--- config.mk ---
export PLATFORM = sky130hd
export DESIGN_NAME = servo_status_out
export DESIGN_NICKNAME = d
export VERILOG_FILES = /design/src/core/servo_warn_pkg.sv /design/src/core/hold_cfg_if.sv /design/src/core/servo_status_out.sv /design/src/core/warn_hold.sv
export SDC_FILE = /design/constraint.sdc
export NUM_CORES = 1
export LEC_CHECK = 0
export ABC_AREA = 1
export BUFFER_PORTS_ARGS = -buffer_cell sky130_fd_sc_hd__buf_2
export CAP_MARGIN = 0
export CORE_UTILIZATION = 50
export DETAILED_ROUTE_END_ITERATION = 8
export GPL_TIMING_DRIVEN = 1
export PLACE_DENSITY = 0.67
export RECOVER_POWER = 25
export SLEW_MARGIN = 40
export SYNTH_ARGS = -nofsm -noshare
export SYNTH_HDL_FRONTEND = slang
export SYNTH_SLANG_ARGS = --single-unit
--- constraint.sdc ---
create_clock -name clk -period 3.9 [get_ports clk]
set_clock_uncertainty 0.1 [all_clocks]
set_input_delay 0.39 -clock clk [delete_from_list [all_inputs] [get_ports clk]]
set_output_delay 0.39 -clock clk [all_outputs]
set_load 0.05 [all_outputs]
--- src/core/servo_warn_pkg.sv ---
// Constants shared by the servo warning and status output logic
// ----------------------------------------------------------------------
// Notes on behaviour
// - Route select zero drives the OR of all unmasked warnings.
// - Route select 1..10 drives warning A0..A9; other values drive nothing.
// - A mask bit of one suppresses detection of its warning.
// - Mask bits: A0 7, A1 5, A2 0, A3 6, A4 4, A5 3, A6 9, A7 2, A8 8, A9 10.
// - Warnings hold for 1 to 10 seconds, or with no time limit.
// - Battery and lifetime warnings always hold with no time limit.
// - Overload and regeneration warnings at load factor 85 percent or more.
// - Fan warning after the fan stays stopped for one second.
// - Comm warnings when consecutive errors exceed threshold; good transfer restarts count.
// - Overheat and scale error warnings follow the encoder and scale alarms.
// - Lifetime warning when remaining capacitor or fan life is below limit.
// - Large frame upper fan stopping during servo off raises no warning.
// - Position command flag is on while a position command is applied.
// - Speed limited flag is on while torque control limits speed.
// - Clearable alarm flag is on when the active alarm can be cleared.
// - Divided A/B/Z pulses, quadrupled edge rate at most 4 Mpps.
// - Single ended Z output is the inverse of the Z output.
// - Z aligns with A when counts per turn divide by 4, else one count wide.
// - A warning output turns on when any warning routed to it occurs.
// ----------------------------------------------------------------------
package servo_warn_pkg;
	localparam int NUM_WARN = 10;
	localparam int CLK_HZ = 10_000_000;
	localparam int CLK_PERIOD_NS = 100;
	localparam int TICK_TIME_MS = 100;
	localparam int TICK_CYCLES = CLK_HZ / 1000 * TICK_TIME_MS;
	localparam int TICKS_PER_SEC = 1000 / TICK_TIME_MS;
	localparam int FAN_STOP_TIME_MS = 1000;
	localparam int FAN_TICKS = FAN_STOP_TIME_MS / TICK_TIME_MS;
	localparam int MIN_EDGE_NS = 250;
	localparam int EDGE_CYCLES = (MIN_EDGE_NS + CLK_PERIOD_NS - 1) / CLK_PERIOD_NS;
	localparam logic [7:0] LOAD_WARN_PCT = 8'h55;
	localparam logic [3:0] HOLD_MAX_SEC = 4'ha;
	localparam logic [3:0] ROUTE_MAX = 4'ha;
	// Warning order A0..A9 and the mask bit of each
	localparam int MASK_POS [NUM_WARN] = '{7, 5, 0, 6, 4, 3, 9, 2, 8, 10};
	localparam logic [NUM_WARN-1:0] FIXED_NO_LIMIT = 10'h084;
	// Register byte offsets
	localparam logic [7:0] OFS_CTRL = 8'h00;
	localparam logic [7:0] OFS_MASK = 8'h04;
	localparam logic [7:0] OFS_THRESH = 8'h08;
	localparam logic [7:0] OFS_LIFE = 8'h0c;
	localparam logic [7:0] OFS_DIV = 8'h10;
	localparam logic [7:0] OFS_STAT = 8'h14;
	// Control and status fields
	localparam int CTRL_ROUTE_A_LSB = 0;
	localparam int CTRL_ROUTE_B_LSB = 4;
	localparam int CTRL_HOLD_LSB = 8;
	localparam int CTRL_SRC_BIT = 12;
	localparam int STAT_ZSEEN_BIT = 16;
	localparam int STAT_ALIGN_BIT = 17;
	// Reset values
	localparam logic [12:0] CTRL_RST = 13'h0100;
	localparam logic [10:0] MASK_RST = 11'h000;
	localparam logic [15:0] THRESH_RST = 16'h0808;
	localparam logic [15:0] LIFE_RST = 16'h0064;
	localparam logic [31:0] DIV_RST = 32'h0001_0001;
	typedef enum logic [1:0] {Z_IDLE = 2'b00, Z_WAIT_A = 2'b01, Z_WAIT_CNT = 2'b11} zState_t;
endpackage : servo_warn_pkg

--- src/core/hold_cfg_if.sv ---
// Shared hold timing carried to every warning hold cell
`timescale 1ns/1ps
interface hold_cfg_if;
	logic tick;
	logic noLimit;
	logic [6:0] holdTicks;
	modport src (output tick, output noLimit, output holdTicks);
	modport dst (input tick, input noLimit, input holdTicks);
endinterface : hold_cfg_if

--- src/core/servo_status_out.sv ---
// Warning, status and divided pulse outputs of the servo drive
`timescale 1ns/1ps
module servo_status_out
	import servo_warn_pkg::*;
#(
	parameter int TICK_CYC = TICK_CYCLES,
	parameter int CNT_W = 8
) (
	input wire logic clk,
	input wire logic rst_n,
	input wire logic psel,
	input wire logic penable,
	input wire logic pwrite,
	input wire logic [7:0] paddr,
	input wire logic [31:0] pwdata,
	output logic [31:0] prdata,
	output logic pready,
	output logic pslverr,
	input wire logic [7:0] loadFactor,
	input wire logic [7:0] regenFactor,
	input wire logic batteryLow,
	input wire logic upperFanStopped,
	input wire logic lowerFanStopped,
	input wire logic largeFrame,
	input wire logic servoOn,
	input wire logic encCommOk,
	input wire logic encCommErr,
	input wire logic scaleCommOk,
	input wire logic scaleCommErr,
	input wire logic encOverheat,
	input wire logic scaleAlarm,
	input wire logic oscDetect,
	input wire logic [15:0] capLifeLeft,
	input wire logic [15:0] fanLifeLeft,
	input wire logic posCmdActive,
	input wire logic speedLimited,
	input wire logic alarmActive,
	input wire logic alarmClearable,
	input wire logic encStep,
	input wire logic encDir,
	input wire logic encIndex,
	input wire logic scaleStep,
	input wire logic scaleDir,
	input wire logic scaleIndex,
	output logic warningOutA,
	output logic warningOutB,
	output logic posCmdFlag,
	output logic speedLimitFlag,
	output logic clearableAlarmFlag,
	output logic dividedPhaseAOut,
	output logic dividedPhaseBOut,
	output logic dividedPhaseZOut,
	output logic invertedZSingleEnded
);

	// ----------------------------------------------------------------
	// Register file
	// ----------------------------------------------------------------
	logic [12:0] ctrl_r;
	logic [10:0] mask_r;
	logic [15:0] thresh_r;
	logic [15:0] life_r;
	logic [31:0] div_r;
	logic [NUM_WARN-1:0] held;
	logic zSeen_r;
	logic zAlign_r;
	logic wrEn;
	logic mapped;
	logic [31:0] rdVal;

	assign mapped = (paddr == OFS_CTRL) || (paddr == OFS_MASK) || (paddr == OFS_THRESH)
		|| (paddr == OFS_LIFE) || (paddr == OFS_DIV) || (paddr == OFS_STAT);
	assign pready = 1'b1;
	assign pslverr = psel && penable && !mapped;
	assign wrEn = psel && penable && pwrite && mapped;

	always_ff @(posedge clk) begin
		if (!rst_n) begin
			ctrl_r <= CTRL_RST;
			mask_r <= MASK_RST;
			thresh_r <= THRESH_RST;
			life_r <= LIFE_RST;
			div_r <= DIV_RST;
		end else if (wrEn) begin
			if (paddr == OFS_CTRL) begin
				ctrl_r <= pwdata[12:0];
			end else if (paddr == OFS_MASK) begin
				mask_r <= pwdata[10:0];
			end else if (paddr == OFS_THRESH) begin
				thresh_r <= pwdata[15:0];
			end else if (paddr == OFS_LIFE) begin
				life_r <= pwdata[15:0];
			end else if (paddr == OFS_DIV) begin
				div_r <= pwdata;
			end
		end
	end

	always_comb begin
		rdVal = 32'h0000_0000;
		if (paddr == OFS_CTRL) begin
			rdVal[12:0] = ctrl_r;
		end else if (paddr == OFS_MASK) begin
			rdVal[10:0] = mask_r;
		end else if (paddr == OFS_THRESH) begin
			rdVal[15:0] = thresh_r;
		end else if (paddr == OFS_LIFE) begin
			rdVal[15:0] = life_r;
		end else if (paddr == OFS_DIV) begin
			rdVal = div_r;
		end else if (paddr == OFS_STAT) begin
			rdVal[NUM_WARN-1:0] = held;
			rdVal[STAT_ZSEEN_BIT] = zSeen_r;
			rdVal[STAT_ALIGN_BIT] = zAlign_r;
		end
	end

	// Read data is caught in the setup cycle so the access needs no wait
	always_ff @(posedge clk) begin
		if (!rst_n) begin
			prdata <= 32'h0000_0000;
		end else if (psel && !penable && !pwrite) begin
			prdata <= rdVal;
		end
	end

	// ----------------------------------------------------------------
	// Time base and hold settings
	// ----------------------------------------------------------------
	logic [23:0] tickCnt_r;
	logic tick;
	logic [3:0] holdSec;
	hold_cfg_if cfg ();

	assign tick = (tickCnt_r == 24'(TICK_CYC - 1));
	always_ff @(posedge clk) begin
		if (!rst_n || tick) begin
			tickCnt_r <= 24'h000000;
		end else begin
			tickCnt_r <= tickCnt_r + 24'h000001;
		end
	end

	// Settings above ten seconds are clamped rather than refused
	assign holdSec = ctrl_r[CTRL_HOLD_LSB +: 4];
	assign cfg.tick = tick;
	assign cfg.noLimit = (holdSec == 4'h0);
	assign cfg.holdTicks = (holdSec > HOLD_MAX_SEC) ? 7'(HOLD_MAX_SEC * TICKS_PER_SEC)
		: 7'(holdSec * TICKS_PER_SEC);

	// ----------------------------------------------------------------
	// Warning detection
	// ----------------------------------------------------------------
	logic [3:0] fanCnt_r;
	logic fanStopped;
	logic [7:0] encErrCnt_r;
	logic [7:0] scaleErrCnt_r;
	logic [NUM_WARN-1:0] raw;
	logic [NUM_WARN-1:0] detect;

	// The upper fan of the large frame rests during servo off on purpose
	assign fanStopped = lowerFanStopped || (upperFanStopped && !(largeFrame && !servoOn));

	always_ff @(posedge clk) begin
		if (!rst_n || !fanStopped) begin
			fanCnt_r <= 4'h0;
		end else if (tick && fanCnt_r < 4'(FAN_TICKS)) begin
			fanCnt_r <= fanCnt_r + 4'h1;
		end
	end

	always_ff @(posedge clk) begin
		if (!rst_n || encCommOk) begin
			encErrCnt_r <= 8'h00;
		end else if (encCommErr && encErrCnt_r != 8'hff) begin
			encErrCnt_r <= encErrCnt_r + 8'h01;
		end
	end

	always_ff @(posedge clk) begin
		if (!rst_n || scaleCommOk) begin
			scaleErrCnt_r <= 8'h00;
		end else if (scaleCommErr && scaleErrCnt_r != 8'hff) begin
			scaleErrCnt_r <= scaleErrCnt_r + 8'h01;
		end
	end

	always_comb begin
		raw[0] = loadFactor >= LOAD_WARN_PCT;
		raw[1] = regenFactor >= LOAD_WARN_PCT;
		raw[2] = batteryLow;
		raw[3] = fanCnt_r >= 4'(FAN_TICKS);
		raw[4] = encErrCnt_r > thresh_r[7:0];
		raw[5] = encOverheat;
		raw[6] = oscDetect;
		raw[7] = (capLifeLeft < life_r) || (fanLifeLeft < life_r);
		raw[8] = scaleAlarm;
		raw[9] = scaleErrCnt_r > thresh_r[15:8];
	end

	for (genvar i = 0; i < NUM_WARN; i++) begin : g_warn
		assign detect[i] = raw[i] && !mask_r[MASK_POS[i]];
		warn_hold #(.FIXED_INF(FIXED_NO_LIMIT[i])) u_hold (
			.clk(clk),
			.rst_n(rst_n),
			.detect(detect[i]),
			.cfg(cfg.dst),
			.held(held[i])
		);
	end

	// ----------------------------------------------------------------
	// Warning routing and status flags
	// ----------------------------------------------------------------
	function automatic logic route(input logic [3:0] sel, input logic [NUM_WARN-1:0] w);
		logic r;
		r = 1'b0;
		if (sel == 4'h0) begin
			r = |w;
		end else if (sel <= ROUTE_MAX) begin
			r = w[sel - 4'h1];
		end
		return r;
	endfunction : route

	always_ff @(posedge clk) begin
		if (!rst_n) begin
			warningOutA <= 1'b0;
			warningOutB <= 1'b0;
		end else begin
			warningOutA <= route(ctrl_r[CTRL_ROUTE_A_LSB +: 4], held);
			warningOutB <= route(ctrl_r[CTRL_ROUTE_B_LSB +: 4], held);
		end
	end

	always_ff @(posedge clk) begin
		if (!rst_n) begin
			posCmdFlag <= 1'b0;
			speedLimitFlag <= 1'b0;
			clearableAlarmFlag <= 1'b0;
		end else begin
			posCmdFlag <= posCmdActive;
			speedLimitFlag <= speedLimited;
			clearableAlarmFlag <= alarmActive && alarmClearable;
		end
	end

	// ----------------------------------------------------------------
	// Divided pulse output
	// ----------------------------------------------------------------
	logic srcScale;
	logic inStep;
	logic inDir;
	logic inIndex;
	logic [16:0] accSum;
	logic divHit;
	logic [15:0] acc_r;
	logic signed [CNT_W-1:0] pend_r;
	logic [1:0] gap_r;
	logic [1:0] quad_r;
	logic [1:0] revStep_r;
	logic outStep;
	zState_t zState_r;
	// A one-bit signed literal would sign-extend to minus one, so the step is sized
	localparam logic signed [CNT_W-1:0] PEND_ONE = CNT_W'(1);

	assign srcScale = ctrl_r[CTRL_SRC_BIT];
	assign inStep = srcScale ? scaleStep : encStep;
	assign inDir = srcScale ? scaleDir : encDir;
	assign inIndex = srcScale ? scaleIndex : encIndex;
	// Ratio must not exceed one: each input count yields at most one output step
	assign accSum = {1'b0, acc_r} + {1'b0, div_r[15:0]};
	assign divHit = inStep && (accSum >= {1'b0, div_r[31:16]});
	// Output edges are spaced so the quadrupled rate stays inside the limit
	assign outStep = (pend_r != '0) && (gap_r == 2'h0);

	always_ff @(posedge clk) begin
		if (!rst_n) begin
			acc_r <= 16'h0000;
		end else if (divHit) begin
			acc_r <= 16'(accSum - {1'b0, div_r[31:16]});
		end else if (inStep) begin
			acc_r <= accSum[15:0];
		end
	end

	// Backlog saturates; a burst beyond it loses output counts
	always_ff @(posedge clk) begin
		if (!rst_n) begin
			pend_r <= '0;
		end else if (divHit && !outStep) begin
			if (inDir && pend_r != {1'b0, {(CNT_W-1){1'b1}}}) begin
				pend_r <= pend_r + PEND_ONE;
			end else if (!inDir && pend_r != {1'b1, {(CNT_W-1){1'b0}}}) begin
				pend_r <= pend_r - PEND_ONE;
			end
		end else if (outStep && !(divHit && (inDir == !pend_r[CNT_W-1]))) begin
			pend_r <= pend_r[CNT_W-1] ? pend_r + PEND_ONE : pend_r - PEND_ONE;
		end
	end

	always_ff @(posedge clk) begin
		if (!rst_n) begin
			gap_r <= 2'h0;
			quad_r <= 2'h0;
			revStep_r <= 2'h0;
		end else if (outStep) begin
			gap_r <= 2'(EDGE_CYCLES - 1);
			quad_r <= pend_r[CNT_W-1] ? quad_r - 2'h1 : quad_r + 2'h1;
			revStep_r <= inIndex ? 2'h1 : revStep_r + 2'h1;
		end else begin
			gap_r <= (gap_r == 2'h0) ? 2'h0 : gap_r - 2'h1;
			revStep_r <= inIndex ? 2'h0 : revStep_r;
		end
	end

	always_ff @(posedge clk) begin
		if (!rst_n) begin
			dividedPhaseAOut <= 1'b0;
			dividedPhaseBOut <= 1'b0;
		end else begin
			dividedPhaseAOut <= quad_r[0] ^ quad_r[1];
			dividedPhaseBOut <= quad_r[1];
		end
	end

	// Alignment is judged on the output steps of the previous turn
	always_ff @(posedge clk) begin
		if (!rst_n) begin
			zState_r <= Z_IDLE;
			zAlign_r <= 1'b0;
			zSeen_r <= 1'b0;
		end else begin
			if (inIndex) begin
				zAlign_r <= (revStep_r == 2'h0);
				zSeen_r <= 1'b1;
			end
			case (zState_r)
				Z_IDLE: begin
					if (inIndex) begin
						zState_r <= (revStep_r == 2'h0) ? Z_WAIT_A : Z_WAIT_CNT;
					end
				end
				Z_WAIT_A: begin
					if (outStep) begin
						zState_r <= Z_IDLE;
					end
				end
				Z_WAIT_CNT: begin
					if (inStep) begin
						zState_r <= Z_IDLE;
					end
				end
				default: begin
					zState_r <= Z_IDLE;
				end
			endcase
		end
	end

	assign dividedPhaseZOut = (zState_r != Z_IDLE);
	assign invertedZSingleEnded = !dividedPhaseZOut;
endmodule : servo_status_out

--- src/core/warn_hold.sv ---
// Hold cell that stretches one warning for the selected time
`timescale 1ns/1ps
module warn_hold #(
	parameter bit FIXED_INF = 1'b0
) (
	input wire logic clk,
	input wire logic rst_n,
	input wire logic detect,
	hold_cfg_if.dst cfg,
	output logic held
);
	logic [6:0] cnt_r;

	// Time runs in 0.1 s ticks, so the hold may end up to one tick early
	always_ff @(posedge clk) begin
		if (!rst_n) begin
			held <= 1'b0;
			cnt_r <= 7'h00;
		end else if (detect) begin
			held <= 1'b1;
			cnt_r <= cfg.holdTicks;
		end else if (held && !FIXED_INF && !cfg.noLimit && cfg.tick) begin
			if (cnt_r <= 7'h01) begin
				held <= 1'b0;
			end
			cnt_r <= cnt_r - 7'h01;
		end
	end
endmodule : warn_hold

---- Word level (Yosys, flattened, before mapping) ----
Index checks and enable logic that the tools add are counted.
storage, ports and cells
  register bits after elaboration ......... 271
  bits of input ports ..................... 115
  output and inout port bits .............. 43
  word-level logic and storage cells ...... 320
cells by class
  add/subtract/negate cells ............... 22
  multipliers ............................. 1
  order comparisons ....................... 22
  equal/unequal tests ..................... 17
  multiplexer cells ....................... 84
  bitwise gates (word level) .............. 6
  reduce and logical (&&, ||, !) cells .... 124
operator list
  kind                                                   number
  2-to-1 mux 7 bit                                       17
  2-to-1 mux 16 bit                                      6
  <= comparator 7 x 1 -> 1 bit, second input constant    8
  subtractor 7 x 1 -> 7 bit, second input constant       8
  logical AND 1 bit                                      45
  2-to-1 mux 8 bit                                       5
  nonzero test 2 bit                                     20
  2-to-1 mux 1 bit                                       33
  < comparator 16 bit                                    2
  adder 24 x 1 -> 24 bit, second input constant          1
  equality test 24 x 20 -> 1 bit, second input constant  1
  2-to-1 mux 2 bit                                       12
  inequality test 8 bit, second input constant           3
  logical NOT 1 bit                                      23
  2-to-1 mux 21 bit                                      1
  2-to-1 mux 10 bit                                      2
  AND reduction 2 bit                                    10
  2-to-1 mux 19 bit                                      1
  adder 16 x 16 -> 17 bit                                1
  >= comparator 17 x 16 -> 1 bit                         1
  adder 8 x 1 -> 8 bit, second input constant            2
  equality test 8 x 4 -> 1 bit, second input constant    2
  equality test 8 x 5 -> 1 bit, second input constant    2
  >= comparator 8 x 7 -> 1 bit, second input constant    2
  other kinds (40)                                       68

---- Depth between registers and ports, before layout ----
  depth after elaboration ................. 8
  mapped depth ............................ 28
  depth with buffers taken out ............ 27

---- Hierarchy ----
A second synthesis with hierarchy kept.
second synthesis, totals
  cells, all modules ...................... 2,320
  area, all modules ....................... 16,273.1 µm²
by module, submodules not included
  module                            instances  cells each  area an instance (µm²)  seq. area each (µm²)
  servo_status_out                  1          1,744       12,236.7                4,103.9
  warn_hold (g_warn[0].u_hold ...)  8          71          496.7                   160.2
  warn_hold (g_warn[2].u_hold ...)  2          4           31.3                    20.0

---- Worst setup path after synthesis ----
Ideal clock, no wire load.
  kind .................................... flip-flop to flip-flop
  start point ............................. register div_r[0]
  end point ............................... register pend_r[6]
  library setup time ...................... 0.114 ns
  arrival ................................. 3.139 ns
  required time ........................... 3.686 ns
  setup slack ............................. 0.547 ns
  cell stages (with the launch flop) ...... 25
  path buffers ............................ 1
  clock period less this slack ............ 3.353 ns
  cells stage by stage .................... dfxtp_1 ha_1 fa_1 nand3_1 nand3_1 a21oi_1 o21ai_0 nand3_1 nand2_1 nand2_1 nand2_1 ha_1 nand2_1 nor2_2 and3_1 nand2_1 nand2_2 nand2_4 a21oi_4 nand4_2 nand2_4 buf_12 nand2_2 nand2_1 nor2_2
between the ends
  word-level cells in the longest chain between the ends .. 8
  elaborated cells between the ends (all ways) .. 11
  classes of those cells .................. add/sub (1); order compare (1); eq/ne (1); mux (1); reduce/logical (7)
ends and longest elaborated chain
  item                                  line                     RTL
  start, declared                       servo_status_out.sv:63   logic [31:0] div_r;
  start signal, assigned                servo_status_out.sv:94   div_r <= pwdata;
  adder 16 x 16 -> 17 bit (*)           servo_status_out.sv:272  assign accSum = {1'b0, acc_r} + {1'b0, div_r[15:0]};
  >= comparator 17 x 16 -> 1 bit (*)    servo_status_out.sv:273  assign divHit = inStep && (accSum >= {1'b0, div_r[31:16]});
  logical AND 1 bit (*)                 servo_status_out.sv:273
  logical AND 1 bit                     servo_status_out.sv:297  end else if (outStep && !(divHit && (inDir == !pend_r[CNT_W-1]))) begin
  logical NOT 1 bit                     servo_status_out.sv:297
  logical AND 1 bit                     servo_status_out.sv:297
  nonzero test 2 bit (no source line)   --
  AND reduction 2 bit (no source line)  --
  end signal, assigned                  servo_status_out.sv:293  pend_r <= pend_r + PEND_ONE;
  end signal, assigned                  servo_status_out.sv:295  pend_r <= pend_r - PEND_ONE;
  end signal, assigned                  servo_status_out.sv:298  pend_r <= pend_r[CNT_W-1] ? pend_r + PEND_ONE : pend_r - PEND_ONE;
  end, declared                         servo_status_out.sv:258  logic signed [CNT_W-1:0] pend_r;
Mark *: on every way between the ends. The rest lies on a longest branch, timed or not.
A chain may end at the register's enable or synchronous reset.

---- Worst setup path in the final report ----
  start point ............................. register acc_r[2]
  end point ............................... register pend_r[7]
between the ends
  word-level cells in the longest chain between the ends .. 8
  elaborated cells between the ends (all ways) .. 11
  classes of those cells .................. add/sub (1); order compare (1); eq/ne (1); mux (1); reduce/logical (7)
ends and longest elaborated chain
  item                                  line                     RTL
  start, declared                       servo_status_out.sv:257  logic [15:0] acc_r;
  start signal, assigned                servo_status_out.sv:281  acc_r <= 16'(accSum - {1'b0, div_r[31:16]});
  start signal, assigned                servo_status_out.sv:283  acc_r <= accSum[15:0];
  adder 16 x 16 -> 17 bit (*)           servo_status_out.sv:272
  >= comparator 17 x 16 -> 1 bit (*)    servo_status_out.sv:273
  logical AND 1 bit (*)                 servo_status_out.sv:273
  logical AND 1 bit                     servo_status_out.sv:297
  logical NOT 1 bit                     servo_status_out.sv:297
  logical AND 1 bit                     servo_status_out.sv:297
  nonzero test 2 bit (no source line)   --
  AND reduction 2 bit (no source line)  --
Marks and branches as above.

==> impl.org <==
** Detailed routing
- Initial drt markers :: 1246
- Antenna Nets Post-Route :: 0
- Vias per cell :: 5.48
- DR DRC count :: 0
- Router iterations before antenna repair :: 5
- Wires add up to 47100 um.
- For this block, the via count after detailed routing is 15900.
- In the final routed layout, each cell accounts on average for 16.3 um.

** Floorplan
- Measured along the x axis, the die boundary spans 182 um.
- IO Pins :: 158
- Row generation in the floorplan step produced 65 rows.
- Vertical die dimension :: 182 um
- Core footprint :: 31700 sq um
- The die covers 33100 sq um.
- Once the floorplan was initialized, standard cells occupied 51.0% of the core.

** STA
- Slew margin rel. :: -78.5%
- The clock period could shrink to 3.65 ns.
- The number of hold-slack violations in the final timing report came to 0.
- Final period utilization :: 93.7%
- Across all setup checks in the final design, the least slack found is 0.246 ns.
- Worst slew pin tran :: 2.68 ns
- For this run, the top clock speed supported by timing is 274 MHz.
- Aggregate negative setup slack :: 0 ns
- The final count of pins violating max slew was 123.
- Final Setup Violations :: 0

** Cells and area
- Area added between synthesis and finish :: 14.6%
- Fraction of layout instances using a drive strength above 1 :: 11.4%
- Final layout net count :: 2697
- Multi-input gate area :: 9480 sq um
- Number of non-filler instances in the completed layout :: 2895
- After filler insertion, the fill cell instance count of the layout stands at 3061.
- Registers take 5430 sq um.
- Antenna Diode Count :: 0

** Synthesis
- Proportion of synthesized chip area in sequential cells :: 33.5%
- For this run, asynchronously set or reset flops after synthesis account for 0%.
- Number of synthesized flops with an enable pin :: 0
- Number of distinct standard cells referenced by the synthesized netlist :: 64
- Leading register cell type out of synthesis :: sky130_fd_sc_hd__dfxtp_1
- Synthesis produced a netlist with a net count of 2548.
- For this run, the number of Yosys warnings is 0.
- Combined area of all synthesized cells :: 16200 sq um
- In this run, synthesis produced a sequential element count of 271.
- Synthesized area divided by synthesized cell count :: 6.98 sq um
- Synthesis handed over a netlist of 2320 instances.

** Clock network
- CTS Root Buffer Type :: sky130_fd_sc_hd__clkbuf_16
- Counting along the longest clock path gives a buffer depth of 3.
- After clock tree synthesis, the clock-pin slew on the worst setup and hold paths is 0.06 ns.
- TritonCTS built the clock tree.
- TritonCTS created 31 clock buffers.
- Counting every sink on the clock net gives 271.
- CTS H-tree depth :: 1
- For the worst-skew pair, the clock arrives at the later sink with an insertion delay of 0.57 ns.

** Place
- Routability-driven placement finished with a final weighted congestion of 0.932.
- Minimum setup slack after placement :: 0.0206 ns
- Instance count after placement with tap cells included :: 2823
- Half-perimeter wire length after detailed placement :: 35000 um
- Input and output buffers added on the ports amount to 156.

** Power and ir drop
- Summing internal, switching and leakage power gives 8.94 mW.
- In this run the static leakage power is 8.10 nW.
- Peak supply drop :: 0.369 mV
- For this design the ratio of total power to cell area is 482 nW/um^2.

** Status
- The checks that failed: capacitance limit, slew limit.
- The flow ran to the end, but the final reports show violations.

** Critical path
- For the worst setup path, the data arrival time is 4.01 ns.
- STA classifies the critical path startpoint as a register.
- Critical path type :: reg -> reg
- Length in cells of the worst reg-to-reg path :: 24
- Required time worst endpoint :: 4.26 ns
- STA classifies the critical path endpoint as a register.
- Of all nets on the critical path, the largest fanout is 8.

** Global route
- The first global-routing pass estimated 74700 um of wire.
- The number of antenna violations at the first check in global routing was 0.
- Global routing used 27.9% of the available tracks.
- The number of global-route vias before repair was 14600.
- Entering global routing, the biggest net connects 70 pins.
- The total overflow left after global routing is 0.

** Job
- Max-cap violations :: 2

** Hold path
- The tightest min-delay check is of the in -> reg type.
- Counting instances, the worst hold path has a depth of 3.
through the flow:
stage                     hold slack, ns  area (sq um)  util [%]
final                             0.0265         18600      58.5
after global routing              0.0368         18600      58.5
after CTS                        0.00351         18400      58.0
after detailed placement           0.342         17300      54.5
after global placement             0.333         17300      54.5
after floorplan                    0.323         16200         -
synthesized netlist by cell type, types with 3 or more instances:
| master | instances | area (sq um) |
|---|---|---|
| sky130_fd_sc_hd__nand2_1 | 448 | 1680 |
| sky130_fd_sc_hd__inv_1 | 294 | 1100 |
| sky130_fd_sc_hd__dfxtp_1 | 271 | 5430 |
| sky130_fd_sc_hd__a21oi_1 | 257 | 1290 |
| sky130_fd_sc_hd__o21ai_0 | 203 | 1020 |
| sky130_fd_sc_hd__nor2_1 | 186 | 698 |
| sky130_fd_sc_hd__nand3_1 | 133 | 666 |
| sky130_fd_sc_hd__ha_1 | 110 | 1380 |
| sky130_fd_sc_hd__xor2_1 | 53 | 464 |
| sky130_fd_sc_hd__clkbuf_1 | 48 | 180 |
| sky130_fd_sc_hd__nor3_1 | 38 | 190 |
| sky130_fd_sc_hd__xnor2_1 | 26 | 228 |
| sky130_fd_sc_hd__nand4_1 | 25 | 156 |
| sky130_fd_sc_hd__a211oi_1 | 20 | 150 |
| sky130_fd_sc_hd__o211ai_1 | 19 | 143 |
| sky130_fd_sc_hd__buf_2 | 16 | 80.1 |
| sky130_fd_sc_hd__inv_2 | 16 | 60.1 |
| sky130_fd_sc_hd__nor2_2 | 14 | 87.6 |
| sky130_fd_sc_hd__o2111ai_1 | 12 | 105 |
| sky130_fd_sc_hd__a31oi_1 | 10 | 62.6 |
| sky130_fd_sc_hd__nand2_2 | 10 | 62.6 |
| sky130_fd_sc_hd__o21ai_1 | 9 | 45.0 |
| sky130_fd_sc_hd__o21bai_1 | 9 | 67.6 |
| sky130_fd_sc_hd__nor4_1 | 8 | 50.1 |
| sky130_fd_sc_hd__o21a_1 | 7 | 52.6 |
| sky130_fd_sc_hd__nand2_4 | 6 | 67.6 |
| sky130_fd_sc_hd__o221ai_1 | 6 | 52.6 |
| sky130_fd_sc_hd__a21o_1 | 5 | 37.5 |
| sky130_fd_sc_hd__or2_2 | 5 | 31.3 |
| sky130_fd_sc_hd__a221oi_1 | 4 | 35.0 |
| sky130_fd_sc_hd__fa_1 | 3 | 60.1 |
| sky130_fd_sc_hd__nand3b_1 | 3 | 22.5 |
| sky130_fd_sc_hd__nor2_4 | 3 | 33.8 |
| sky130_fd_sc_hd__nor3_2 | 3 | 30.0 |
| sky130_fd_sc_hd__nor3b_1 | 3 | 22.5 |
where the power goes:
group	internal, mW	switching [mW]	total [mW]
Sequential	2.94	0.152	3.09
Clock	1.74	1.20	2.94
Combinational	1.05	1.86	2.91
critical path: stages, from the launching register on:
cell and delay, ns:
sky130_fd_sc_hd__dfxtp_1 0.37, sky130_fd_sc_hd__ha_4 0.23, sky130_fd_sc_hd__a21oi_1 0.16, sky130_fd_sc_hd__nand2_1 0.12, sky130_fd_sc_hd__nand4_1 0.11, sky130_fd_sc_hd__nand2_2 0.08, sky130_fd_sc_hd__nand3_1 0.07, sky130_fd_sc_hd__nand2_1 0.08
sky130_fd_sc_hd__nand3_1 0.10, sky130_fd_sc_hd__nand2_2 0.07, sky130_fd_sc_hd__xor2_2 0.24, sky130_fd_sc_hd__inv_1 0.11, sky130_fd_sc_hd__ha_4 0.30, sky130_fd_sc_hd__nand2_1 0.09, sky130_fd_sc_hd__nor2_2 0.15, sky130_fd_sc_hd__and3_1 0.16
sky130_fd_sc_hd__nand2_1 0.08, sky130_fd_sc_hd__nand2_2 0.09, sky130_fd_sc_hd__nand2_4 0.07, sky130_fd_sc_hd__a21oi_4 0.22, sky130_fd_sc_hd__nand4_4 0.22, sky130_fd_sc_hd__nand2_8 0.18, sky130_fd_sc_hd__nand2_1 0.06, sky130_fd_sc_hd__nand2_1 0.06
sky130_fd_sc_hd__nor2_1 0.04
layer usage:
metal / track usage, % / routed length (um)
met4: 8.84 / 1480
met5: 0 / 0
met3: 3.49 / 2740
met2: 48.4 / 22100
met1: 35.8 / 20800
sequential cells by signal (all words and copies together) (netlist names), 4 cells and up:
name and flops:
acc_r 16, ctrl_r 13, div_r 32, encErrCnt_r 8
fanCnt_r 4, g_warn.u_hold.cnt_r 56, g_warn.u_hold.held 10, life_r 16
mask_r 11, pend_r 8, prdata 32, scaleErrCnt_r 8
thresh_r 16, tickCnt_r 24
cell type report:
| type | count | share of cell area [%] |
|---|---|---|
| multi-input combinational | 1669 | 51.1 |
| sequential | 271 | 29.2 |
| inverter | 313 | 6.38 |
| timing repair buffer | 183 | 5.12 |
| clock buffer | 49 | 4.98 |
| tap | 402 | 2.71 |
| clock inverter | 8 | 0.526 |
logic make-up after synthesis:
kind of cell / synth area share [%]
AO/OA/AOI/OAI: 19.7
adder cells (fa/ha/maj): 8.87
flip-flops: 33.5
AND/OR/NAND/NOR: 24.5
XOR/XNOR: 4.27
buffers and inverters: 9.14
other: 0.0232
cells in the final DEF (no fill, tap or decap), types with 5 or more instances in the layout:
cell                            Yosys  routed
sky130_fd_sc_hd__o21ai_0          203     202
sky130_fd_sc_hd__nor3_1            38      37
sky130_fd_sc_hd__buf_4              2      16
sky130_fd_sc_hd__dlygate4sd3_1      0       9
sky130_fd_sc_hd__nand2_2           10      13
sky130_fd_sc_hd__clkinv_2           2       6
sky130_fd_sc_hd__nor2_2            14      17
sky130_fd_sc_hd__nand2_1          448     444
sky130_fd_sc_hd__o21ai_1            9      10
sky130_fd_sc_hd__o2111ai_1         12      12
sky130_fd_sc_hd__nand2_4            6       6
sky130_fd_sc_hd__nand3_1          133     131
sky130_fd_sc_hd__xor2_1            53      52
sky130_fd_sc_hd__a21o_1             5       5
sky130_fd_sc_hd__ha_4               0       5
sky130_fd_sc_hd__xnor2_1           26      26
sky130_fd_sc_hd__nor2_1           186     183
sky130_fd_sc_hd__o21bai_1           9       9
sky130_fd_sc_hd__inv_1            294     292
sky130_fd_sc_hd__nand3_2            2       5
sky130_fd_sc_hd__ha_1             110     103
sky130_fd_sc_hd__nand4_1           25      25
sky130_fd_sc_hd__clkbuf_8           0       8
sky130_fd_sc_hd__a211oi_1          20      19
sky130_fd_sc_hd__clkbuf_16          0      31
sky130_fd_sc_hd__dfxtp_1          271     270
sky130_fd_sc_hd__a31oi_1           10      10
sky130_fd_sc_hd__or2_2              5       5
sky130_fd_sc_hd__nor4_1             8       7
sky130_fd_sc_hd__buf_2             16     116
sky130_fd_sc_hd__inv_2             16      15
sky130_fd_sc_hd__clkbuf_1          48      51
sky130_fd_sc_hd__o211ai_1          19      19
sky130_fd_sc_hd__a21oi_1          257     255
sky130_fd_sc_hd__o221ai_1           6       6
sky130_fd_sc_hd__o21a_1             7       7
what timing repair did:
item                                    CTS  global route
buffers inserted                          0             4
hold endpoints to repair                  8             0
endpoints found under the setup margin    0            22
hold buffers                              9             0
gates resized for setup                   0            26
path summary, 6_finish.rpt:
path              startpoint               end  slack [ns]
setup / recovery    acc_r[2]         pend_r[7]        0.25
hold / removal    pwdata[17]         div_r[17]        0.03
setup reg to reg    acc_r[2]         pend_r[7]        0.25
hold reg to reg    quad_r[1]  dividedPhaseBOut        0.36
Note: power is estimated with default switching activity, not from simulation.
